--- src/hw/crc_pkg.sv ---
// Package for the configuration restart and initialization controller.
// Assumes a single 20 MHz clock domain.
package crc_pkg;
	localparam int CLK_PERIOD_NS = 50;
	localparam int REQ_MIN_LOW_NS = 500;
	localparam int REQ_MIN_CYC =
		(REQ_MIN_LOW_NS + CLK_PERIOD_NS - 1) / CLK_PERIOD_NS;
	localparam int RESTART_MAX_US = 230;
	localparam int RESTART_CYC = (RESTART_MAX_US * 1000) / CLK_PERIOD_NS;
	localparam int INIT_CYCLES = 3192;
	localparam int OSC_DIV = 2;
	localparam int CNT_W = 16;
	localparam logic [CNT_W-1:0] CNT_ZERO = 16'h0000;
	localparam logic [CNT_W-1:0] CNT_ONE = 16'h0001;

	typedef enum logic [2:0] {
		ST_RESET,
		ST_CONFIG,
		ST_ERROR,
		ST_INIT,
		ST_USER
	} crc_state_e;

	// Options captured from the configuration stream
	typedef struct packed {
		logic auto_restart;
		logic user_clk_en;
		logic init_out_en;
	} crc_opts_s;

	// Open-drain pins toward the host
	typedef struct packed {
		logic status_oe;
		logic done_oe;
		logic init_oe;
	} crc_pins_s;
endpackage : crc_pkg

--- src/hw/crc_sync.sv ---
// Two-flop synchroniser for pin inputs.
// Assumes inputs are asynchronous to the local clock.
`timescale 1ns/1ps
module crc_sync #(
	parameter int W = 1,
	parameter logic [W-1:0] INIT = '0
)(
	input wire logic clk_i,
	input wire logic rst_i,
	input wire logic [W-1:0] d_i,
	output logic [W-1:0] q_o
);
	logic [W-1:0] meta_reg;

	always_ff @(posedge clk_i)
	begin
		if (rst_i)
		begin
			meta_reg <= INIT;
			q_o <= INIT;
		end
		else
		begin
			meta_reg <= d_i;
			q_o <= meta_reg;
		end
	end
endmodule : crc_sync

--- src/hw/crc_ctrl.sv ---
// Configuration restart, error recovery and initialization controller.
// Assumes host pulls open-drain lines up; frame and done events come from
// the configuration data path on the same clock.
`timescale 1ns/1ps
module crc_ctrl
	import crc_pkg::*;
#(
	parameter int RESTART_CYCLES = RESTART_CYC,
	parameter int INIT_COUNT = INIT_CYCLES
)(
	input wire logic MCLK_I,
	input wire logic RST_I,
	input wire logic CONFIG_REQUEST_N_I,
	input wire logic STATUS_N_I,
	input wire logic CONFIG_DONE_I,
	input wire logic USER_INIT_CLOCK_I,
	input wire logic FRAME_VALID_I,
	input wire logic FRAME_ERROR_I,
	input wire logic DATA_COMPLETE_I,
	input wire crc_pkg::crc_opts_s OPTS_I,
	output logic STATUS_N_O,
	output logic STATUS_N_OE_O,
	output logic CONFIG_DONE_O,
	output logic CONFIG_DONE_OE_O,
	output logic INIT_COMPLETE_O,
	output logic INIT_COMPLETE_OE_O,
	output logic IO_ENABLE_O,
	output logic CONFIG_ACTIVE_O,
	output logic USER_MODE_O
);
	import crc_pkg::*;

	crc_state_e state_reg;
	crc_opts_s opts_reg;
	crc_pins_s pins;
	logic [2:0] pins_sync;
	logic req_n_s;
	logic status_s;
	logic done_s;
	logic uclk_s;
	logic uclk_d_reg;
	logic [CNT_W-1:0] tmo_reg;
	logic [CNT_W-1:0] init_reg;
	logic [CNT_W-1:0] osc_reg;
	logic osc_tick;
	logic init_tick;
	logic first_frame_reg;
	logic init_low_reg;
	logic first_hit;

	// Counters run from zero, so the last count is the limit less one
	function automatic logic cnt_last(input logic [CNT_W-1:0] cnt,
		input int lim);
		return cnt == CNT_W'(lim - 1);
	endfunction : cnt_last

	// Options and init pin both key off the first accepted frame
	assign first_hit = (state_reg == ST_CONFIG) && FRAME_VALID_I &&
		first_frame_reg;

	// Pins sample through two flops; user clock kept apart
	crc_sync #(.W(3), .INIT(3'h7)) u_sync_pins (
		.clk_i(MCLK_I),
		.rst_i(RST_I),
		.d_i({CONFIG_REQUEST_N_I, STATUS_N_I, CONFIG_DONE_I}),
		.q_o(pins_sync)
	);
	crc_sync #(.W(1), .INIT(1'h0)) u_sync_uclk (
		.clk_i(MCLK_I),
		.rst_i(RST_I),
		.d_i(USER_INIT_CLOCK_I),
		.q_o(uclk_s)
	);
	assign req_n_s = pins_sync[2];
	assign status_s = pins_sync[1];
	assign done_s = pins_sync[0];

	// Oscillator stand-in: divided enable
	always_ff @(posedge MCLK_I)
	begin
		if (RST_I || osc_tick)
			osc_reg <= CNT_ZERO;
		else
			osc_reg <= osc_reg + CNT_ONE;
	end
	assign osc_tick = cnt_last(osc_reg, OSC_DIV);

	always_ff @(posedge MCLK_I)
	begin
		if (RST_I)
			uclk_d_reg <= 1'b0;
		else
			uclk_d_reg <= uclk_s;
	end

	// Rising edge of user clock only when option on
	assign init_tick = opts_reg.user_clk_en ? (uclk_s & ~uclk_d_reg)
		: osc_tick;

	// Main sequence
	always_ff @(posedge MCLK_I)
	begin
		if (RST_I)
			state_reg <= ST_RESET;
		else if (!req_n_s)
			state_reg <= ST_RESET;
		else
		begin
			unique case (state_reg)
				ST_RESET:
					if (status_s)
						state_reg <= ST_CONFIG;
				ST_CONFIG:
					if (FRAME_ERROR_I)
						state_reg <= ST_ERROR;
					else if (DATA_COMPLETE_I && done_s)
						state_reg <= ST_INIT;
				ST_ERROR:
					if (opts_reg.auto_restart &&
						tmo_reg >= CNT_W'(RESTART_CYCLES - 1))
						state_reg <= ST_RESET;
				ST_INIT:
					if (init_tick && cnt_last(init_reg, INIT_COUNT))
						state_reg <= ST_USER;
				ST_USER:
					state_reg <= ST_USER;
				default:
					state_reg <= ST_RESET;
			endcase
		end
	end

	// Error time-out; without auto restart only a request clears it
	always_ff @(posedge MCLK_I)
	begin
		if (RST_I || state_reg != ST_ERROR)
			tmo_reg <= CNT_ZERO;
		else if (tmo_reg != {CNT_W{1'b1}})
			tmo_reg <= tmo_reg + CNT_ONE;
	end

	// Init counter cleared outside init
	always_ff @(posedge MCLK_I)
	begin
		if (RST_I || state_reg != ST_INIT)
			init_reg <= CNT_ZERO;
		else if (init_tick)
			init_reg <= init_reg + CNT_ONE;
	end

	// Options latched at first frame
	always_ff @(posedge MCLK_I)
	begin
		if (RST_I || state_reg == ST_RESET)
		begin
			opts_reg <= '0;
			first_frame_reg <= 1'b1;
		end
		else if (first_hit)
		begin
			opts_reg <= OPTS_I;
			first_frame_reg <= 1'b0;
		end
	end

	// Init pin pulled low from first frame to user mode
	always_ff @(posedge MCLK_I)
	begin
		if (RST_I || state_reg == ST_RESET || state_reg == ST_USER)
			init_low_reg <= 1'b0;
		else if (first_hit)
			init_low_reg <= OPTS_I.init_out_en;
	end

	// Status follows the synced request, so a held request keeps it low
	always_comb
	begin
		pins.status_oe = !req_n_s;
		pins.done_oe = 1'h0;
		// Register clears an edge late; mask so release lands with user mode
		pins.init_oe = init_low_reg && (state_reg != ST_USER);
		unique case (state_reg)
			ST_RESET:
				pins.done_oe = 1'h1;
			ST_CONFIG:
				pins.done_oe = !DATA_COMPLETE_I;
			ST_ERROR:
			begin
				pins.status_oe = 1'h1;
				pins.done_oe = 1'h1;
			end
			ST_INIT, ST_USER:
				pins.done_oe = 1'h0;
			default:
				pins.done_oe = 1'h1;
		endcase
	end

	// Open-drain: drive low only when enabled
	assign STATUS_N_O = 1'b0;
	assign STATUS_N_OE_O = pins.status_oe;
	assign CONFIG_DONE_O = 1'b0;
	assign CONFIG_DONE_OE_O = pins.done_oe;
	assign INIT_COMPLETE_O = 1'b0;
	assign INIT_COMPLETE_OE_O = pins.init_oe;
	assign IO_ENABLE_O = (state_reg == ST_USER);
	assign CONFIG_ACTIVE_O = (state_reg == ST_CONFIG);
	assign USER_MODE_O = (state_reg == ST_USER);
endmodule : crc_ctrl

--- config.mk ---
export PLATFORM = sky130hd
export DESIGN_NAME = crc_ctrl
export DESIGN_NICKNAME = d
export VERILOG_FILES = /design/src/hw/crc_pkg.sv /design/src/hw/crc_sync.sv /design/src/hw/crc_ctrl.sv
export SDC_FILE = /design/constraint.sdc
export NUM_CORES = 1
export LEC_CHECK = 0
export ABC_AREA = 1
export ABC_CLOCK_PERIOD_IN_PS = 1700
export BUFFER_PORTS_ARGS = -buffer_cell sky130_fd_sc_hd__buf_2
export CELL_PAD_IN_SITES_DETAIL_PLACEMENT = 1
export CELL_PAD_IN_SITES_GLOBAL_PLACEMENT = 1
export CORE_MARGIN = 4
export CORE_UTILIZATION = 45
export CTS_BUF_LIST = sky130_fd_sc_hd__clkbuf_8
export DETAILED_ROUTE_END_ITERATION = 6
export GPL_TIMING_DRIVEN = 0
export PLACE_DENSITY_LB_ADDON = 0.3
export SKIP_LAST_GASP = 1
export SLEW_MARGIN = 5
export SYNTH_ARGS = -nofsm -noshare
export SYNTH_HDL_FRONTEND = slang
export SYNTH_SLANG_ARGS = --single-unit
--- constraint.sdc ---
create_clock -name MCLK_I -period 1.7 [get_ports MCLK_I]
set_input_delay 0.425 -clock MCLK_I [delete_from_list [all_inputs] [get_ports MCLK_I]]
set_output_delay 0.425 -clock MCLK_I [all_outputs]
set_load 0.01 [all_outputs]
After elaboration in Yosys (flattened, before gate mapping)
Cells that the tools add are included.
{ "totals": {"register_bits": 64, "latchBits": 0, "ram_bits": 0, "mem_bits_ro": 0, "out_inout_bits": 9, "wordCells": 60, "memories": 0} }
{ "op_classes": {"addsub": 3, "mul": 0, "div": 0, "order_cmp": 1, "eq_ne": 14, "shifts": 0, "n_mux": 9, "bitwise_logic": 3, "n_reduce_logical": 17} }
{ "ops": {"columns": ["op", "n"], "rows": [
  ["adder 16 x 1 -> 16 bit, second input constant", 3],
  ["equality test 16 x 1 -> 1 bit, second input constant", 1],
  ["equality test 16 x 12 -> 1 bit, second input constant", 1],
  [">= comparator 16 x 13 -> 1 bit, second input constant", 1],
  ["!= test 16 bit, second input constant", 1],
  ["2-to-1 mux 3 bit", 5],
  ["one-hot mux 3 bit (5 select lines)", 1],
  ["!= test 3 x 2 -> 1 bit, second input constant", 3],
  ["equality test 3 x 2 -> 1 bit, second input constant", 2],
  ["logical AND 1 bit", 6],
  ["logical OR 1 bit", 5],
  ["!= test 2 bit, second input constant", 2],
  ["AND reduction 4 bit", 1],
  ["OR reduction 2 bit", 2],
  ["equality test 3 x 1 -> 1 bit, second input constant", 1],
  ["equality test 3 bit, second input constant", 1],
  ["logical NOT 3 bit", 1],
  ["!= test 3 bit, second input constant", 1],
  ["logical NOT 1 bit", 2],
  ["2-to-1 mux 1 bit", 2],
  ["!= test 2 x 1 -> 1 bit, second input constant", 1],
  ["NOT 1 bit", 2],
  ["one-hot mux 1 bit (2 select lines)", 1],
  ["bitwise AND 1 bit", 1]
]} }

Depth between registers and ports, before layout
{ "depth": {"ltp_word": 6, "mapped_depth": 14, "ltp_nobuf": 14} }

Modules after synthesis
A second synthesis with hierarchy kept.
{ "unflattened": {"hier_cells": 465, "area_unflattened_um2": 3235.6} }
{ "modules_own_cells": {"columns": ["module", "n_inst", "cells_each", "area_per_inst_um2", "seq_area_each_um2"], "rows": [
  ["crc_ctrl", 1, 440, 3011.6, 1121.1],
  ["crc_sync at u_sync_pins", 1, 19, 168.9, 120.1],
  ["crc_sync at u_sync_uclk", 1, 6, 55.1, 40.0]
]} }

Least setup slack after synthesis
OpenSTA, ideal clock, no wires.
{ "synth_timing": {"path_type": "register to register", "startpoint": "reg tmo_reg[0]", "endpoint": "reg tmo_reg[11]", "setup_ps": 110, "arrival_time_ps": 1399, "setup_slack_ps": 191, "stages_incl_launch_ff": 13, "path_buffers": 0, "period_less_slack_ps": 1509, "path_cell_list": "dfxtp_1 ha_1 nand3_2 nor2_2 nand3_2 inv_2 nand2_4 nor2_8 inv_6 nand3_2 nand2_1 nand3_1 inv_1"} }
{ "synth_via": {"elab_chain_len": 1} }
{ "synth_rtl": {"columns": ["item", "line", "source"], "rows": [
  ["start, declared", "crc_ctrl.sv:42", "logic [CNT_W-1:0] tmo_reg;"],
  ["start signal, assigned", "crc_ctrl.sv:139", "tmo_reg <= tmo_reg + CNT_ONE;"],
  ["adder 16 x 1 -> 16 bit / != test 16 bit (equally long branches)", "crc_ctrl.sv:139, crc_ctrl.sv:138", null]
]} }
Parallel ways exist; a longest one is shown, timed or not.
A chain may end at the register's enable or synchronous reset.

Worst setup path in the final report
{ "layout_timing": {"startpoint": "reg state_reg[0]", "endpoint": "out CONFIG_DONE_OE_O"} }
{ "layout_via": {"elab_chain_len": 3} }
{ "layout_rtl": {"columns": ["item", "line", "source"], "rows": [
  ["start, declared", "crc_ctrl.sv:33", "crc_state_e state_reg;"],
  ["start signal, assigned", "crc_ctrl.sv:104", "state_reg <= ST_RESET;"],
  ["start signal, assigned", "crc_ctrl.sv:106", "state_reg <= ST_RESET;"],
  ["start signal, assigned", "crc_ctrl.sv:112", "state_reg <= ST_CONFIG;"],
  ["equality test 3 bit / equality test 3 x 2 -> 1 bit (equally long branches)", "crc_ctrl.sv:182", "unique case (state_reg)"],
  ["OR reduction 2 bit", "crc_ctrl.sv:182", null],
  ["one-hot mux 1 bit (2 select lines) (*)", "crc_ctrl.sv:182", null],
  ["end, declared", "crc_ctrl.sv:24", "output logic CONFIG_DONE_OE_O,"]
]} }
Mark *: on every way between the ends. The rest lies on a longest branch, timed or not.

==> results.toml <==
[timing]
setup_ws_ns = -0.0861
fin_crit_ns = 1.79
setup_viol = 5
fin_crit_sh_pct = 105
whs_ns = 0.258
timing.fmax_ghz = 0.560
rsz0062_at_grt = "yes"
skew_ns = 0.0110
maxSlewViolCount = 0
hold_viol = 0

[power_and_ir_drop]
swShare_pct = 33.7
combPwrFrac_pct = 24.2
peakVddDrop_uv = 602
powerDensity_mw_per_mm2 = 917
intPower_mw = 2.43
p_clk_share_pct = 30.7
sequentialPowerShare_pct = 45.2
power_switching_mw = 1.24
p_leak_nw = 1.65

[drt]
first_iter_violations = 88
drc = 0
routed_wl_mm = 9.35
antenna_left = 0
firstDrtPassIters = 4
vias = 3159
wl_per_cell_um = 15.3
routed_via_density = 5.17

[outcome]
status = "finished with violations"
violations = "negative setup slack"

[finish]
area_growth_pct = 26.2
fin_nets = 527
seq_area_mm2 = 0.00131
fill_cells = 895
antenna_cells = 0
utilization_pct = 58.6
multi_input_area_mm2 = 0.00178
final_layout_size_suffix_gt1_share_pct = 28.0

[clocking]
cts-buffers-inserted = 9
clk_latency_ns = 0.35
htreeDepth = 3
cts.path.max_buffers = 2
root_buffer = "clkbuf_8"
cts_tree = "done"
cts_num_sinks = 64
clk_pin_slew_ns = 0.07

[worst_setup_path]
reg2reg_from = "state_reg[0]"
r2r_cells = 11
critPathMaxFanout = 3
worstPathArrival_ns = 1.36
worstPathRequired_ns = 1.27
end_kind = "primary output"
r2r_end = "init_low_reg"
crit_path_start_kind = "flip-flop"
critPathKind = "reg -> out"
rrSetupSlack_ns = -0.07

[placement]
hpwl_mm = 5.73
portBuffers = 17
gp_congestion = 0.863

[logic_synthesis]
yosys.area.top_type = "dfxtp_1"
syn_area_mm2 = 0.00317
ys_seq_area_share_pct = 40.4
yosys.area.top_type_share_pct = 40.4
yosysWarnings = 0
avgSynthCellArea_um2 = 6.91
synth_cells = 459
synth_cell_types = 36
synth.top_cells.by_area = "dfxtp_1 40%, nand2_1 11%, nor2_1 7.9%"
ys_seq_elements = 64

[global_route]
grt_pass1_wl_mm = 14.8
antenna_found_initial = 0
grt_use_total_pct = 21.7
grt_pass1_vias = 3267
gr-total-overflow = 0
grt_max_degree = 12

[worst_hold_path]
min_from = "CONFIG_REQUEST_N_I"
worstHoldPathType = "in -> reg"
min_path_cells = 2
hold_path_end = "u_sync_pins.meta_reg[2]"

[floorplan]
die_w_um = 91.9
start_util_pct = 46.4
fp.dieH_um = 91.9
io_pins = 21
rows = 30
dieArea_mm2 = 0.00845
coreArea_mm2 = 0.00683

[flow_run]
max_cap_violations = 0
## cell usage in the layout (no fill, tap or decap), types with 4 or more instances in the layout
cell type   netlist  layout
a21oi_1          36      32
a21oi_2           0       4
a31oi_1           5       5
buf_2             3      17
buf_4             4      21
buf_6             0       4
clkbuf_8          0       9
clkinvlp_4        0       4
dfxtp_1          64      52
dfxtp_2           0       7
dfxtp_4           0       5
inv_1            65      56
inv_2             1       8
nand2_1          95      86
nand2_2           1       8
nand3_1          21      18
nand3_2           4       5
nand4_1           9       9
nor2_1           67      58
nor2_2            2       7
nor2_4            1       5
nor3_1           13      10
o21ai_0          19      15
or2_2            13      13
xnor2_1           6       6
xor2_1            5       5
## routing by layer
metal  vias to the layer above  part of all wire, %  global-route usage [%]
met5                         -                    0                       0
met4                         0                  2.5                    8.54
met3                        23                  3.3                    4.51
met2                        56                   50                    37.2
met1                      1515                   44                    26.4
li1                       1565                    -                       -
## per-stage QoR
stage	cell area (µm²)	instances	setup WS, ns	setup TNS, ns	power, mW
2_1_floorplan	3180	461	0.191	0	2.02
3_3_place_gp	3380	574	-0.0101	-0.0151	2.17
3_5_place_dp	3380	574	-0.0661	-0.477	2.21
4_1_cts	3710	602	-0.0306	-0.0798	3.42
5_1_grt	4000	611	-0.128	-1.12	3.87
6_report	4000	611	-0.0861	-0.262	3.67
## cell usage after synthesis (all sizes together)
cell,n
nand3b,2
ha,4
a31oi,5
nand2,97
dfxtp,64
a211oi,3
o211a,1
xnor2,6
or2,14
o211ai,1
nand3,25
or3,1
nor3b,1
clkbuf,2
xor2,5
inv,67
o21ai,20
o21a,3
conb,1
a21oi,36
nor3,13
nand4,9
nor2,71
clkinv,1
buf,7
## worst max-delay path, stage by stage, from the launching register on
cell and delay (ns):
dfxtp_4 0.38, inv_4 0.07, nor2_4 0.05, nand2_2 0.07, inv_2 0.05, a211oi_2 0.21
buf_2 0.18
## power by group through the flow
stage / Clock (mW) / Combinational [mW] / Sequential, mW
after floorplan: 0 / 0.395 / 1.62
after global placement: 0 / 0.540 / 1.63
after detailed placement: 0 / 0.569 / 1.64
after CTS: 1.14 / 0.651 / 1.63
after global routing: 1.23 / 0.970 / 1.66
final: 1.13 / 0.887 / 1.66
## worst max-delay path by stage
stage	start	endpoint	slack (ns)	cells after the start
6_report	state_reg[0]	CONFIG_DONE_OE_O	-0.09	6
5_1_grt	state_reg[0]	CONFIG_ACTIVE_O	-0.13	5
4_1_cts	tmo_reg[1]	tmo_reg[5]	-0.03	11
3_5_place_dp	tmo_reg[0]	tmo_reg[11]	-0.07	12
3_3_place_gp	osc_reg[0]	state_reg[1]	-0.01	12
2_1_floorplan	tmo_reg[0]	tmo_reg[11]	0.19	12
## final cells by class
| class | instances | area share, % |
|---|---|---|
| Inverter | 68 | 6.72 |
| Clock inverter | 6 | 0.938 |
| Timing Repair Buffer | 39 | 7.19 |
| Multi-Input combinational cell | 320 | 44.4 |
| Tap cell | 96 | 3.00 |
| Buffer | 9 | 1.91 |
| Clock buffer | 9 | 3.10 |
| Sequential cell | 64 | 32.7 |
## repair_timing
item / 4_1_cts / 5_1_grt
endpoints found under the hold margin: 0 / 0
resized for setup: 23 / 71
pin swaps: 6 / 15
setup endpoints to repair: 26 / 50
gates cloned: 0 / 2
hold buffers: 0 / 0
setup buffers: 13 / 7
## cell families after synthesis
logic type,share of synthesized area [%]
buffers and inverters,9.87
and+or+nand+nor,33.2
other,0.118
AOI/OAI and AO/OA,11.8
xor gates and xnor gates,3.04
DFF,40.4
adders and majority gates,1.58
Note: power is estimated with default switching activity, not from simulation.
